--- config.mk ---
export PLATFORM = sky130hd
export DESIGN_NAME = ffs_supervisor
export DESIGN_NICKNAME = d
export VERILOG_FILES = /design/src/pkg/ffs_pkg.sv /design/src/verilog/ffs_supervisor.sv /design/src/verilog/ffs_filter.sv
export SDC_FILE = /design/constraint.sdc
export NUM_CORES = 1
export LEC_CHECK = 0
export BUFFER_PORTS_ARGS = -buffer_cell sky130_fd_sc_hd__buf_2
export CORE_ASPECT_RATIO = 0.8
export CORE_MARGIN = 2
export CORE_UTILIZATION = 39
export CTS_CLUSTER_SIZE = 24
export DETAILED_ROUTE_END_ITERATION = 8
export PLACE_DENSITY = 0.72
export SLEW_MARGIN = 30
export SYNTH_ARGS = -nofsm -noshare
export SYNTH_HDL_FRONTEND = slang
export SYNTH_SLANG_ARGS = --single-unit
--- constraint.sdc ---
create_clock -name clk -period 2.95 [get_ports clk]
set_input_delay 0.59 -clock clk [delete_from_list [all_inputs] [get_ports clk]]
set_output_delay 0.59 -clock clk [all_outputs]
set_load 0.1 [all_outputs]
--- src/pkg/ffs_pkg.sv ---
// constants for the fault flag supervisor
package ffs_pkg;
  localparam int CLK_MHZ = 50;
  // filter times in ns, as printed
  localparam int PUMP_FILT_NS = 18000;
  localparam int OT_FILT_NS = 11000;
  localparam int OV_FILT_NS = 3000;
  // pump filter is a least time: round up
  localparam int PUMP_FILT_CYC = (PUMP_FILT_NS * CLK_MHZ + 999) / 1000;
  // ot and ov filters are longest times: round down
  localparam int OT_FILT_CYC = (OT_FILT_NS * CLK_MHZ) / 1000;
  localparam int OV_FILT_CYC = (OV_FILT_NS * CLK_MHZ) / 1000;
  localparam int OSC_KHZ = 9300;
  // shared tick divider, about 9.3 MHz from 50 MHz
  localparam int TICK_DIV = (CLK_MHZ * 1000) / OSC_KHZ;
  localparam int SPREAD_LEN = 4;
  localparam int FILT_W = 10;
  // clear-fault bit positions
  localparam int CB_OT = 0;
  localparam int CB_OC = 1;
  localparam int CB_OL = 2;
  localparam int CB_SG1 = 3;
  localparam int CB_SG2 = 4;
  localparam int CB_SP1 = 5;
  localparam int CB_SP2 = 6;
  localparam int CB_OV = 7;
  localparam int CB_UV = 8;
  localparam int CB_LNK = 9;
  localparam int CB_W = 10;
endpackage

--- src/verilog/ffs_supervisor.sv ---
// fault detection, flag latching and output release for the h-bridge
`timescale 1ns/1ps
module ffs_supervisor
  import ffs_pkg::*;
(
  input wire logic clk,
  input wire logic rst,
  input wire logic sleep_mode,
  input wire logic normal_mode,
  input wire logic temp_hot,
  input wire logic temp_warm,
  input wire logic current_high,
  input wire logic load_open,
  input wire logic ol_request,
  input wire logic out1_gnd_short,
  input wire logic out2_gnd_short,
  input wire logic out1_supply_short,
  input wire logic out2_supply_short,
  input wire logic supply_high,
  input wire logic supply_low,
  input wire logic pump_low,
  input wire logic frame_bad,
  input wire logic frame_good,
  input wire logic [CB_W-1:0] clear_bits,
  input wire logic fault_clear,
  input wire logic output_off_pin,
  input wire logic wake_pin,
  output logic overtemp_flag,
  output logic temp_warning_flag,
  output logic overcurrent_flag,
  output logic open_load_flag,
  output logic out1_gnd_short_flag,
  output logic out2_gnd_short_flag,
  output logic out1_supply_short_flag,
  output logic out2_supply_short_flag,
  output logic supply_high_flag,
  output logic supply_low_flag,
  output logic pump_low_flag,
  output logic link_error_flag,
  output logic outputs_off,
  output logic freewheel_high,
  output logic fault_pin_n,
  output logic osc_tick
);
  typedef struct packed {
    logic [7:0] div;
    logic [1:0] spread;
    logic tick;
    logic [CB_W-1:0] flags;
    logic latch_off;
    logic pin_fault;
    logic link_hold;
    logic normal_d;
    logic off_d;
    logic wake_d;
  } ffs_state_type;
  ffs_state_type st_ff;
  ffs_state_type nxt_st;
  logic hot_f;
  logic pump_f;
  logic ov_f;
  logic awake;
  logic [CB_W-1:0] set_v;
  logic [7:0] div_top;
  assign awake = !sleep_mode;
  // divider length wobbles around nominal to spread the tick spectrum
  always_comb
  begin
    div_top = 8'(TICK_DIV - 2) + {6'h00, st_ff.spread};
  end
  ffs_filter #(.LEN((OT_FILT_CYC + TICK_DIV - 1) / TICK_DIV)) u_ot
  (
    .clk(clk),
    .rst(rst),
    .tick(st_ff.tick),
    .cond(temp_hot && normal_mode),
    .hit(hot_f)
  );
  ffs_filter #(.LEN((PUMP_FILT_CYC + TICK_DIV - 1) / TICK_DIV + 1)) u_cp
  (
    .clk(clk),
    .rst(rst),
    .tick(st_ff.tick),
    .cond(pump_low && awake),
    .hit(pump_f)
  );
  ffs_filter #(.LEN(OV_FILT_CYC / TICK_DIV)) u_ov
  (
    .clk(clk),
    .rst(rst),
    .tick(st_ff.tick),
    .cond(supply_high && awake),
    .hit(ov_f)
  );
  always_comb
  begin
    set_v = '0;
    set_v[CB_OT] = hot_f;
    set_v[CB_OC] = current_high && normal_mode;
    set_v[CB_OL] = load_open && ((normal_mode && !st_ff.normal_d) || ol_request);
    set_v[CB_SG1] = out1_gnd_short && normal_mode;
    set_v[CB_SG2] = out2_gnd_short && normal_mode;
    set_v[CB_SP1] = out1_supply_short && normal_mode;
    set_v[CB_SP2] = out2_supply_short && normal_mode;
    set_v[CB_OV] = ov_f;
    set_v[CB_UV] = supply_low && awake;
    set_v[CB_LNK] = frame_bad && awake;
  end
  always_comb
  begin
    nxt_st = st_ff;
    nxt_st.normal_d = normal_mode;
    nxt_st.off_d = output_off_pin;
    nxt_st.wake_d = wake_pin;
    nxt_st.tick = 1'b0;
    if (st_ff.div >= div_top)
    begin
      nxt_st.div = 8'h00;
      nxt_st.tick = 1'b1;
      nxt_st.spread = st_ff.spread + 2'h1;
    end
    else
      nxt_st.div = st_ff.div + 8'h01;
    // set wins over a clear in the same cycle
    nxt_st.flags = (st_ff.flags & ~clear_bits) | set_v;
    if (st_ff.link_hold && frame_good)
      nxt_st.link_hold = 1'b0;
    if (set_v[CB_LNK])
      nxt_st.link_hold = 1'b1;
    if (fault_clear || (output_off_pin != st_ff.off_d) || (wake_pin != st_ff.wake_d))
      nxt_st.latch_off = 1'b0;
    if (set_v[CB_OT] || (|set_v[CB_SP2:CB_SG1]))
      nxt_st.latch_off = 1'b1;
    if (fault_clear)
      nxt_st.pin_fault = 1'b0;
    if (|set_v[CB_UV:CB_OV] || nxt_st.latch_off || output_off_pin)
      nxt_st.pin_fault = 1'b1;
  end
  always_ff @(posedge clk)
  begin
    if (rst)
    begin
      st_ff <= '0;
      // pin history follows the pins so release brings no false toggle
      st_ff.off_d <= output_off_pin;
      st_ff.wake_d <= wake_pin;
    end
    else
      st_ff <= nxt_st;
  end
  // warning and pump flags track their condition without latching
  assign temp_warning_flag = temp_warm && awake;
  assign pump_low_flag = pump_f;
  assign overtemp_flag = st_ff.flags[CB_OT];
  assign overcurrent_flag = st_ff.flags[CB_OC];
  assign open_load_flag = st_ff.flags[CB_OL];
  assign out1_gnd_short_flag = st_ff.flags[CB_SG1];
  assign out2_gnd_short_flag = st_ff.flags[CB_SG2];
  assign out1_supply_short_flag = st_ff.flags[CB_SP1];
  assign out2_supply_short_flag = st_ff.flags[CB_SP2];
  assign supply_high_flag = st_ff.flags[CB_OV];
  assign supply_low_flag = st_ff.flags[CB_UV];
  assign link_error_flag = st_ff.flags[CB_LNK];
  // uv and ov act on the live condition so recovery is automatic
  assign outputs_off = st_ff.latch_off || (supply_low && awake) || st_ff.link_hold;
  assign freewheel_high = ov_f && !outputs_off;
  assign fault_pin_n = !st_ff.pin_fault;
  assign osc_tick = st_ff.tick;
endmodule

--- src/verilog/ffs_filter.sv ---
// persistence filter counting shared oscillator ticks
`timescale 1ns/1ps
module ffs_filter
  import ffs_pkg::*;
#(
  parameter int LEN = 4
)
(
  input wire logic clk,
  input wire logic rst,
  input wire logic tick,
  input wire logic cond,
  output logic hit
);
  typedef struct packed {
    logic [FILT_W-1:0] cnt;
    logic hit;
  } ffs_filt_type;
  ffs_filt_type st_ff;
  ffs_filt_type nxt_st;
  always_comb
  begin
    nxt_st = st_ff;
    if (!cond)
    begin
      nxt_st.cnt = '0;
      nxt_st.hit = 1'b0;
    end
    else if (tick && !st_ff.hit)
    begin
      if (st_ff.cnt >= FILT_W'(LEN - 1))
        nxt_st.hit = 1'b1;
      else
        nxt_st.cnt = st_ff.cnt + 1'b1;
    end
  end
  always_ff @(posedge clk)
  begin
    if (rst)
      st_ff <= '0;
    else
      st_ff <= nxt_st;
  end
  assign hit = st_ff.hit;
endmodule

==> results.tsv, run 1 <==
stage	metric	value	unit
placed_design	placer congestion estimate	0.784	
clock_network	hold_buf cts	0	
synthesis	Syn Std Cell Area	2470	sq um
clock_network	CTS sink cnt	60	
setup_path	Setup crit end kind	primary output	
global_routing	initial antenna violation count	0	
synthesis	Mapped Cells	263	
cells_and_area	# diodes	0	
setup_path	Setup crit start kind	input port	
placed_design	port buffer count	46	
synthesis	Synth Register Bits	60	
cells_and_area	register area	1200	sq um
clock_network	Clk pin slew, worst setup/hold paths	70	ps
floorplanning	Core Area	6010	sq um
cells_and_area	post-layout instance area	2990	sq um
clock_network	TritonCTS clock tree	built	
routing	initial DRC count	114	
clock_network	Post-CTS Setup Inserts	0	
global_routing	GRT Util Overall	0.149	
routing	Routed Antenna Nets	0	
cells_and_area	Multi-input gate area	1200	sq um
setup_path	Critical R2R Capture	st_ff[21]	
timing	period utilisation layout	0.789	
cells_and_area	Core Util, Final	0.498	
routing	WL per Instance	11.9	um
hold_path	Worst Hold Launch	wake_pin	
setup_path	CP Buf/Inv Count	2	
setup_path	slowest stage delay, CP	420	ps
timing	setup violators final	0	
synthesis	ys flop type	dfxtp_1	
floorplanning	die area	6980	sq um
timing	Tmin final	2330	ps
routing	via count	1945	
clock_network	CTS resizes	0	
global_routing	vias in the first global route	1856	
floorplanning	IO Pins	47	
timing	Slew Viols, Final	0	
setup_path	Slowest cell on crit path	buf_2	
synthesis	number of flops mapped to enable cells by yosys	0	
clock_network	Clk Latency, worst-skew pair	340	ps
floorplanning	Die Wd	92.9	um
clock_network	Root Buffer	clkbuf_8	
pwr	P_leak	1.29	nW
setup_path	Worst Path Arrival	1740	ps
routing	drt drc	0	
setup_path	crit path kind	input port to primary output	
routing	WL final	4830	um
synthesis	async set-reset flop share out of synthesis	0	
setup_path	Reg2Reg Depth	8	
floorplanning	Initial Util	0.411	
setup_path	cell family with most CP delay	simple AND/OR/NAND/NOR gates	
placed_design	Post-DP Area	2810	sq um
timing	f_max	430	MHz
floorplanning	Die Y	75.1	um
hold_path	hold path depth	1	
setup_path	critical path's most frequent cell	buf_2	
floorplanning	num rows	25	
run_status	outcome	completed	
run	Max-Cap Viols	0	
setup_path	R2R setup slack	1010	ps
synthesis	YS warnings	0	
hold_path	Hold EP	st_ff[0]	
setup_path	CP Max Fanout	3	
placed_design	post-DP HPWL	3540	um
global_routing	pin count of the biggest net entering global routing	20	
global_routing	global route total overflow	0	
setup_path	crit-path cells	buf_2 > nor2b_1 > or3_1 > nor2_4 > buf_2	
timing	RSZ-0062 raised after global routing	no	
timing	clock skew	8.60	ps
hold_path	Hold Crit Class	input port to register	
global_routing	first-pass GRT wire length	8010	um
setup_path	Crit path required time	2360	ps
cells_and_area	layout cells sized above 1	0.221	
clock_network	CTS Buf Count	9	
pwr	maximum VDD drop	0.000329	V
cells_and_area	Layout area overhead	21.3	%
synthesis	library cells used by synthesis	45	
clock_network	H-tree depth	3	
routing	first-pass iteration count of the detailed router	4	
timing	Final TNS setup	0	ps
synthesis	Syn Area/Cell	9.38	sq um
clock_network	clk buf depth	2	
setup_path	RR Startpoint	st_ff[17]	
synthesis	Seq/Total Area, Yosys	0.487	
timing	Final Hold Violating Endpoints	0	
cells_and_area	Filler cells	601	
pwr	pwr dens	574	nW/um^2
setup_path	worst setup path start	supply_low	
cells_and_area	final-stage net count	365	
routing	DR vias/cell	4.78	
## routing by layer
layer  track usage  vias up  part of all wire
met5             0        -                 0
li1              -     1016                 -
met1         0.179      888              0.48
met4        0.0637        0             0.014
met3        0.0701        6             0.051
met2         0.235       35              0.45
## final cells by class
cell class	instances	area share
timing repair buffer	46	0.0770
multi-input combinational	185	0.403
tap	81	0.0339
sequential	60	0.402
clock inverter	6	0.0184
inverter	19	0.0238
clock buffer	10	0.0427
## state kept, by name, indices dropped and copies added (netlist names), 10 cells and up
signal	cells
st_ff	16
u_cp.st_ff	10
u_ot.st_ff	10
u_ov.st_ff	10
## placed cells by master, fill, tap and decap left out, types with 2 or more instances in the layout
cell type,Yosys,layout
nand3_1,7,7
xnor2_1,7,7
clkinv_2,0,5
nand2_1,12,12
nor4b_2,2,2
ha_1,13,13
nand2b_1,12,12
a21oi_1,24,24
and3_1,11,11
conb_1,1,4
dfxtp_1,60,60
inv_1,19,19
nor2b_1,6,6
nor2_1,32,31
xor2_1,6,6
and3_2,2,2
a41o_1,2,2
o21ai_1,2,2
buf_2,0,46
nor3_1,2,2
clkbuf_8,0,9
o21ai_0,5,5
mux2i_1,2,2
a31oi_1,3,3
or3_1,5,5
a41oi_1,2,2
nand4_1,4,4
## worst max-delay path by stage
stage | to | slack (ps) | depth (start not counted)
final | freewheel_high | 620 | 5
after global routing | freewheel_high | 570 | 5
after CTS | freewheel_high | 600 | 5
after detailed placement | freewheel_high | 610 | 5
after global placement | freewheel_high | 610 | 5
after floorplan | freewheel_high | 250 | 3
## where the power goes
| part | switching, mW | internal [mW] | total (mW) |
|---|---|---|---|
| Combinational | 0.131 | 0.0530 | 0.184 |
| Clock | 0.310 | 0.382 | 0.692 |
| Sequential | 0.0117 | 0.830 | 0.842 |
| Total | 0.453 | 1.27 | 1.72 |
## synth_stat cells, types with 2 or more instances
library cell,count,area share
dfxtp_1,60,0.49
o21ai_1,2,0.0041
nor2b_1,6,0.015
mux2i_1,2,0.0081
nand2b_1,12,0.030
nand4_1,4,0.010
or3_1,5,0.013
and3_2,2,0.0061
a41oi_1,2,0.0071
inv_1,19,0.029
a31oi_1,3,0.0076
clkbuf_1,2,0.0030
ha_1,13,0.066
a21oi_1,24,0.049
xnor2_1,7,0.025
and3_1,11,0.028
nand2_1,12,0.018
a41o_1,2,0.0081
nor2_1,32,0.049
nand3_1,7,0.014
o21ai_0,5,0.010
nor3_1,2,0.0041
xor2_1,6,0.021
nor4b_2,2,0.012
## metrics by stage
step | total power, mW | hold slack (ps) | worst slack [ps] | cells
after global routing | 1.78 | 370 | 567 | 407
after CTS | 1.74 | 364 | 603 | 407
after global placement | 1.04 | 451 | 611 | 391
final | 1.72 | 384 | 623 | 407
after floorplan | 0.995 | 430 | 249 | 266
after detailed placement | 1.04 | 459 | 606 | 391
## cells by family after synthesis
kind of cell,synth area share
adder cells (fa/ha/maj),0.0660
AND/OR/NAND/NOR,0.235
other,0.00152
buffers and inverters,0.0320
multiplexers,0.00812
flip-flops,0.487
XOR/XNOR,0.0462
AO/OA/AOI/OAI,0.124
Power figures use the tool's default switching activity.
==> run 2: changes to the inputs <==
Settings changed: ABC_AREA set to 1, PLACE_DENSITY 0.72 to 0.73.
Clock period 2.95 ns to 2.07 ns, I/O delays scaled along.
==> results.tsv, run 2 <==
stage	metric	value	unit
synthesis	Post-Synth Simple-Gate Area	0.274	
synthesis	Mapped Cells	354	
routing	DR vias/cell	4.58	
routing	Routed Antenna Nets	0	
synthesis	Syn Area/Cell	7.68	sq um
synthesis	YS warnings	0	
clock_network	Clk pin slew, worst setup/hold paths	60	ps
synthesis	number of flops mapped to enable cells by yosys	0	
global_routing	pin count of the biggest net entering global routing	13	
setup_path	CP Max Fanout	4	
routing	WL per Instance	10.7	um
cells_and_area	# diodes	0	
cells_and_area	final-stage net count	456	
pwr	P_leak	1.45	nW
clock_network	CTS resizes	0	
cells_and_area	max reg flops	16	
synthesis	Synth Area in Compound Gates	0.0939	
floorplanning	Die Y	78.7	um
hold_path	Hold EP	st_ff[0]	
cells_and_area	Multi-input gate area	1300	sq um
placed_design	Post-DP Area	3110	sq um
global_routing	first-pass GRT wire length	9070	um
cells_and_area	Layout Cells excl Fill	504	
clock_network	Clk Latency, worst-skew pair	330	ps
placed_design	post-DP HPWL	4030	um
floorplanning	Die Wd	97.4	um
setup_path	R2R setup slack	260	ps
synthesis	Seq/Total Area, Yosys	0.442	
cells_and_area	register bank with the most flops	st_ff	
hold_path	Hold Crit Class	input port to register	
hold_path	hold path depth	1	
setup_path	Critical R2R Capture	st_ff[21]	
clock_network	CTS Buf Count	9	
synthesis	Adder-Cell Fraction of Synth Area	0.0598	
routing	drt drc	0	
floorplanning	die area	7660	sq um
timing	Tmin final	1810	ps
floorplanning	Core Area	6820	sq um
run_status	outcome	completed	
setup_path	RR Startpoint	st_ff[17]	
pwr	Switching Power	663	uW
timing	RSZ-0062 raised after global routing	no	
setup_path	Setup crit end kind	register	
cells_and_area	register area	1200	sq um
synthesis	main combinational cell family by area after synthesis	simple AND/OR/NAND/NOR gates	
floorplanning	Initial Util	0.398	
timing	Final TNS setup	0	ps
global_routing	initial antenna violation count	0	
global_routing	GRT Util Overall	0.149	
setup_path	Worst Path Arrival	2070	ps
timing	Min Hold Slack	212	ps
pwr	pwr dens	831	nW/um^2
routing	first-pass iteration count of the detailed router	4	
synthesis	library cells used by synthesis	30	
pwr	cell internal pwr	2.13	mW
clock_network	hold_buf cts	0	
run	Max-Cap Viols	0	
setup_path	crit path kind	register to register	
timing	setup violators final	0	
clock_network	clk buf depth	2	
floorplanning	num rows	27	
cells_and_area	post-layout instance area	3360	sq um
synthesis	ys flop type	dfxtp_1	
pwr	combinational power share	0.105	
synthesis	Synth top area share	0.442	
clock_network	CTS sink cnt	60	
placed_design	# placed instances	488	
setup_path	Reg2Reg Depth	9	
synthesis	most common cell in the netlist	nand2_1	
synthesis	top cells by count, synth	nand2_1 (75), dfxtp_1 (60), inv_1 (53)	
timing	clock skew	9.14	ps
cells_and_area	Filler cells	656	
cells_and_area	most frequent cells in the layout	nand2_1 (74), dfxtp_1 (60), inv_1 (53)	
timing	Final Hold Violating Endpoints	0	
routing	via count	2307	
global_routing	vias in the first global route	2065	
routing	WL final	5410	um
synthesis	top cell type by total area after synthesis	dfxtp_1	
pwr	maximum VDD drop	0.000379	V
global_routing	global route total overflow	0	
cells_and_area	commonest non-fill, non-tap cell in the layout	nand2_1	
pwr	sequential share of power	0.430	
synthesis	Synth Register Bits	60	
pwr	power share of the clock group	0.465	
synthesis	async set-reset flop share out of synthesis	0	
timing	period utilisation layout	0.872	
clock_network	TritonCTS clock tree	built	
setup_path	Crit path required time	2340	ps
placed_design	placer congestion estimate	0.835	
clock_network	Root Buffer	clkbuf_8	
clock_network	H-tree depth	3	
setup_path	Setup crit start kind	register	
floorplanning	IO Pins	47	
synthesis	Synth Area in XOR/XNOR	0.0387	
synthesis	top cells by area, synth	dfxtp_1 (44%), nand2_1 (10%), inv_1 (7.3%)	
synthesis	Syn Std Cell Area	2720	sq um
hold_path	Worst Hold Launch	wake_pin	
cells_and_area	layout cells sized above 1	0.228	
timing	f_max	554	MHz
pwr	Net Sw Frac	0.238	
clock_network	Post-CTS Setup Inserts	0	
timing	Slew Viols, Final	0	
routing	initial DRC count	90	
cells_and_area	Layout area overhead	23.5	%
synthesis	post-synthesis mux area share	0	
placed_design	port buffer count	46	
-- run 2: cells by family (layout without fill, tap and decap cells) --
group,Yosys count,after routing
compound gates,43,43
other cells,1,4
fa+ha+maj,13,13
flops,60,60
buf+inv,63,123
xor+xnor,12,12
simple gates,162,162
-- run 2: per-layer routing --
| metal | routed length (um) | global-route usage | vias to the layer above |
|---|---|---|---|
| li1 | - | - | 1225 |
| met1 | 2460 | 0.179 | 1025 |
| met2 | 2650 | 0.248 | 53 |
| met3 | 273 | 0.0525 | 4 |
| met4 | 39 | 0.0500 | 0 |
| met5 | 0 | 0 | - |
-- run 2: worst max-delay path by stage --
stage	to	slack [ps]	startpoint	depth (start not counted)
3_5_place_dp	st_ff[21]	270	st_ff[17]	9
5_1_grt	st_ff[21]	80	st_ff[17]	9
4_1_cts	st_ff[21]	260	st_ff[17]	9
6_report	st_ff[21]	260	st_ff[17]	9
3_3_place_gp	st_ff[20]	400	st_ff[17]	9
2_1_floorplan	freewheel_high	120	sleep_mode	4
-- run 2: area by class of cell --
type                            instances  area share
Clock buffer                           12      0.0462
Clock inverter                          4      0.0283
Inverter                               59      0.0674
Multi-Input combinational cell        234       0.386
Sequential cell                        60       0.358
Tap cell                               87      0.0324
Timing Repair Buffer                   48      0.0820
-- run 2: power by group through the flow --
stage | registers, mW | logic [mW] | clock network, mW
6_report | 1.20 | 0.293 | 1.30
5_1_grt | 1.20 | 0.319 | 1.39
4_1_cts | 1.20 | 0.296 | 1.33
3_5_place_dp | 1.23 | 0.295 | 0
3_3_place_gp | 1.23 | 0.290 | 0
2_1_floorplan | 1.29 | 0.140 | 0
-- run 2: metrics by stage --
stage / worst slack, ps / util / power [mW]
floorplan: 122 / - / 1.44
global placement: 398 / 0.455 / 1.52
detailed placement: 271 / 0.455 / 1.52
CTS: 263 / 0.492 / 2.83
global route: 83.5 / 0.492 / 2.91
finish: 264 / 0.492 / 2.79
-- run 2: critical path, cell delays in order (launching register included) --
cell and delay [ps]:
dfxtp_1 330, inv_1 80, ha_1 320, ha_1 270
a21boi_0 120, o21ai_1 210, nand2_1 140, inv_1 90
nand2_1 90, nor2_1 100
==> run 3: changes to the inputs <==
Settings changed: CELL_PAD_IN_SITES_DETAIL_PLACEMENT set to 0, CELL_PAD_IN_SITES_GLOBAL_PLACEMENT set to 1, CORE_UTILIZATION 39 to 36, PLACE_DENSITY 0.73 to 0.86.
==> results.tsv, run 3 (synthesized netlist as in run 2, its figures left out) <==
stage	metric	value	unit
placed_design	port buffer count	46	
clock_network	H-tree depth	3	
pwr	Pwr Total	2.65	mW
setup_path	Crit path required time	2340	ps
routing	DR vias/cell	4.54	
clock_network	CTS resizes	0	
hold_path	Hold Crit Class	input port to register	
timing	Final TNS setup	0	ps
floorplanning	Die Wd	101	um
routing	first-pass iteration count of the detailed router	5	
floorplanning	IO Pins	47	
routing	WL per Instance	11.2	um
timing	clock skew	4.08	ps
routing	WL final	5680	um
routing	initial DRC count	66	
global_routing	initial antenna violation count	0	
global_routing	vias in the first global route	2099	
clock_network	Clk pin slew, worst setup/hold paths	70	ps
timing	Slew Viols, Final	0	
routing	Routed Antenna Nets	0	
cells_and_area	final-stage net count	456	
timing	period utilisation layout	0.892	
cells_and_area	most frequent cells in the layout	nand2_1 (74), dfxtp_1 (60), inv_1 (53)	
pwr	P_leak	1.43	nW
setup_path	Setup crit end kind	register	
clock_network	hold_buf cts	0	
cells_and_area	Filler cells	760	
floorplanning	die area	8270	sq um
placed_design	post-DP HPWL	4240	um
cells_and_area	layout cells sized above 1	0.225	
clock_network	CTS Buf Count	9	
cells_and_area	Core Util, Final	0.453	
timing	Min Hold Slack	205	ps
clock_network	Clk Latency, worst-skew pair	330	ps
clock_network	Post-CTS Setup Inserts	0	
cells_and_area	# diodes	0	
routing	via count	2302	
cells_and_area	register bank with the most flops	st_ff	
clock_network	clk buf depth	2	
cells_and_area	max reg flops	16	
pwr	pwr dens	797	nW/um^2
placed_design	placer congestion estimate	0.800	
run_status	outcome	completed	
floorplanning	Core Area	7360	sq um
setup_path	Worst Path Arrival	2120	ps
global_routing	global route total overflow	0	
floorplanning	Die Y	81.7	um
clock_network	Root Buffer	clkbuf_8	
routing	drt drc	0	
setup_path	CP Max Fanout	4	
setup_path	Setup crit start kind	register	
cells_and_area	Layout area overhead	22.5	%
clock_network	TritonCTS clock tree	built	
setup_path	crit path kind	register to register	
global_routing	pin count of the biggest net entering global routing	12	
timing	setup violators final	0	
global_routing	first-pass GRT wire length	9310	um
global_routing	GRT Util Overall	0.147	
timing	Tmin final	1850	ps
clock_network	CTS sink cnt	60	
timing	f_max	542	MHz
floorplanning	Initial Util	0.370	
pwr	maximum VDD drop	0.000407	V
floorplanning	num rows	28	
run	Max-Cap Viols	0	
timing	RSZ-0062 raised after global routing	no	
cells_and_area	commonest non-fill, non-tap cell in the layout	nand2_1	
timing	Final Hold Violating Endpoints	0	
-- run 3: path summary, 6_finish.rpt --
check,from,to,slack (ps),cells past startpoint
worst max-delay path,st_ff[17],st_ff[20],220,9
worst min-delay path,wake_pin,st_ff[0],210,1
worst max register to register,st_ff[17],st_ff[20],220,9
worst min register to register,u_ov.st_ff[10],u_ov.st_ff[10],430,2
-- run 3: per-layer routing --
metal | vias to the layer above | routed length, um | GRT usage
met4 | 0 | 35 | 0.0486
li1 | 1226 | - | -
met3 | 5 | 343 | 0.0511
met1 | 1007 | 2780 | 0.191
met5 | - | 0 | 0
met2 | 64 | 2520 | 0.229
-- run 3: layout make-up --
class	instances	area [sq um]	share of cell area
Inverter	59	226	0.0680
Tap cell	90	113	0.0338
Multi-Input combinational cell	234	1300	0.389
Sequential cell	60	1200	0.361
Clock buffer	12	145	0.0436
Clock inverter	4	72.6	0.0218
Timing Repair Buffer	48	275	0.0827
-- run 3: stage by stage --
| step | std cells | worst slack [ps] | cell area, sq um |
|---|---|---|---|
| 3_3_place_gp | 491 | 384 | 3110 |
| 5_1_grt | 507 | 98.3 | 3330 |
| 4_1_cts | 507 | 234 | 3330 |
| 6_report | 507 | 224 | 3330 |
| 3_5_place_dp | 491 | 253 | 3110 |
| 2_1_floorplan | 357 | 122 | 2740 |
-- run 3: power breakdown --
group          internal, mW  switching [mW]
Combinational        0.0809           0.216
Clock                 0.710           0.446
Sequential             1.18          0.0166
-- run 3: critical path, stage by stage (launching register included) --
cell	delay [ps]
dfxtp_1	340
inv_1	80
ha_1	330
ha_1	280
a21boi_0	120
o21ai_1	200
nand2_1	130
inv_1	90
nand2_1	100
nor2_1	110
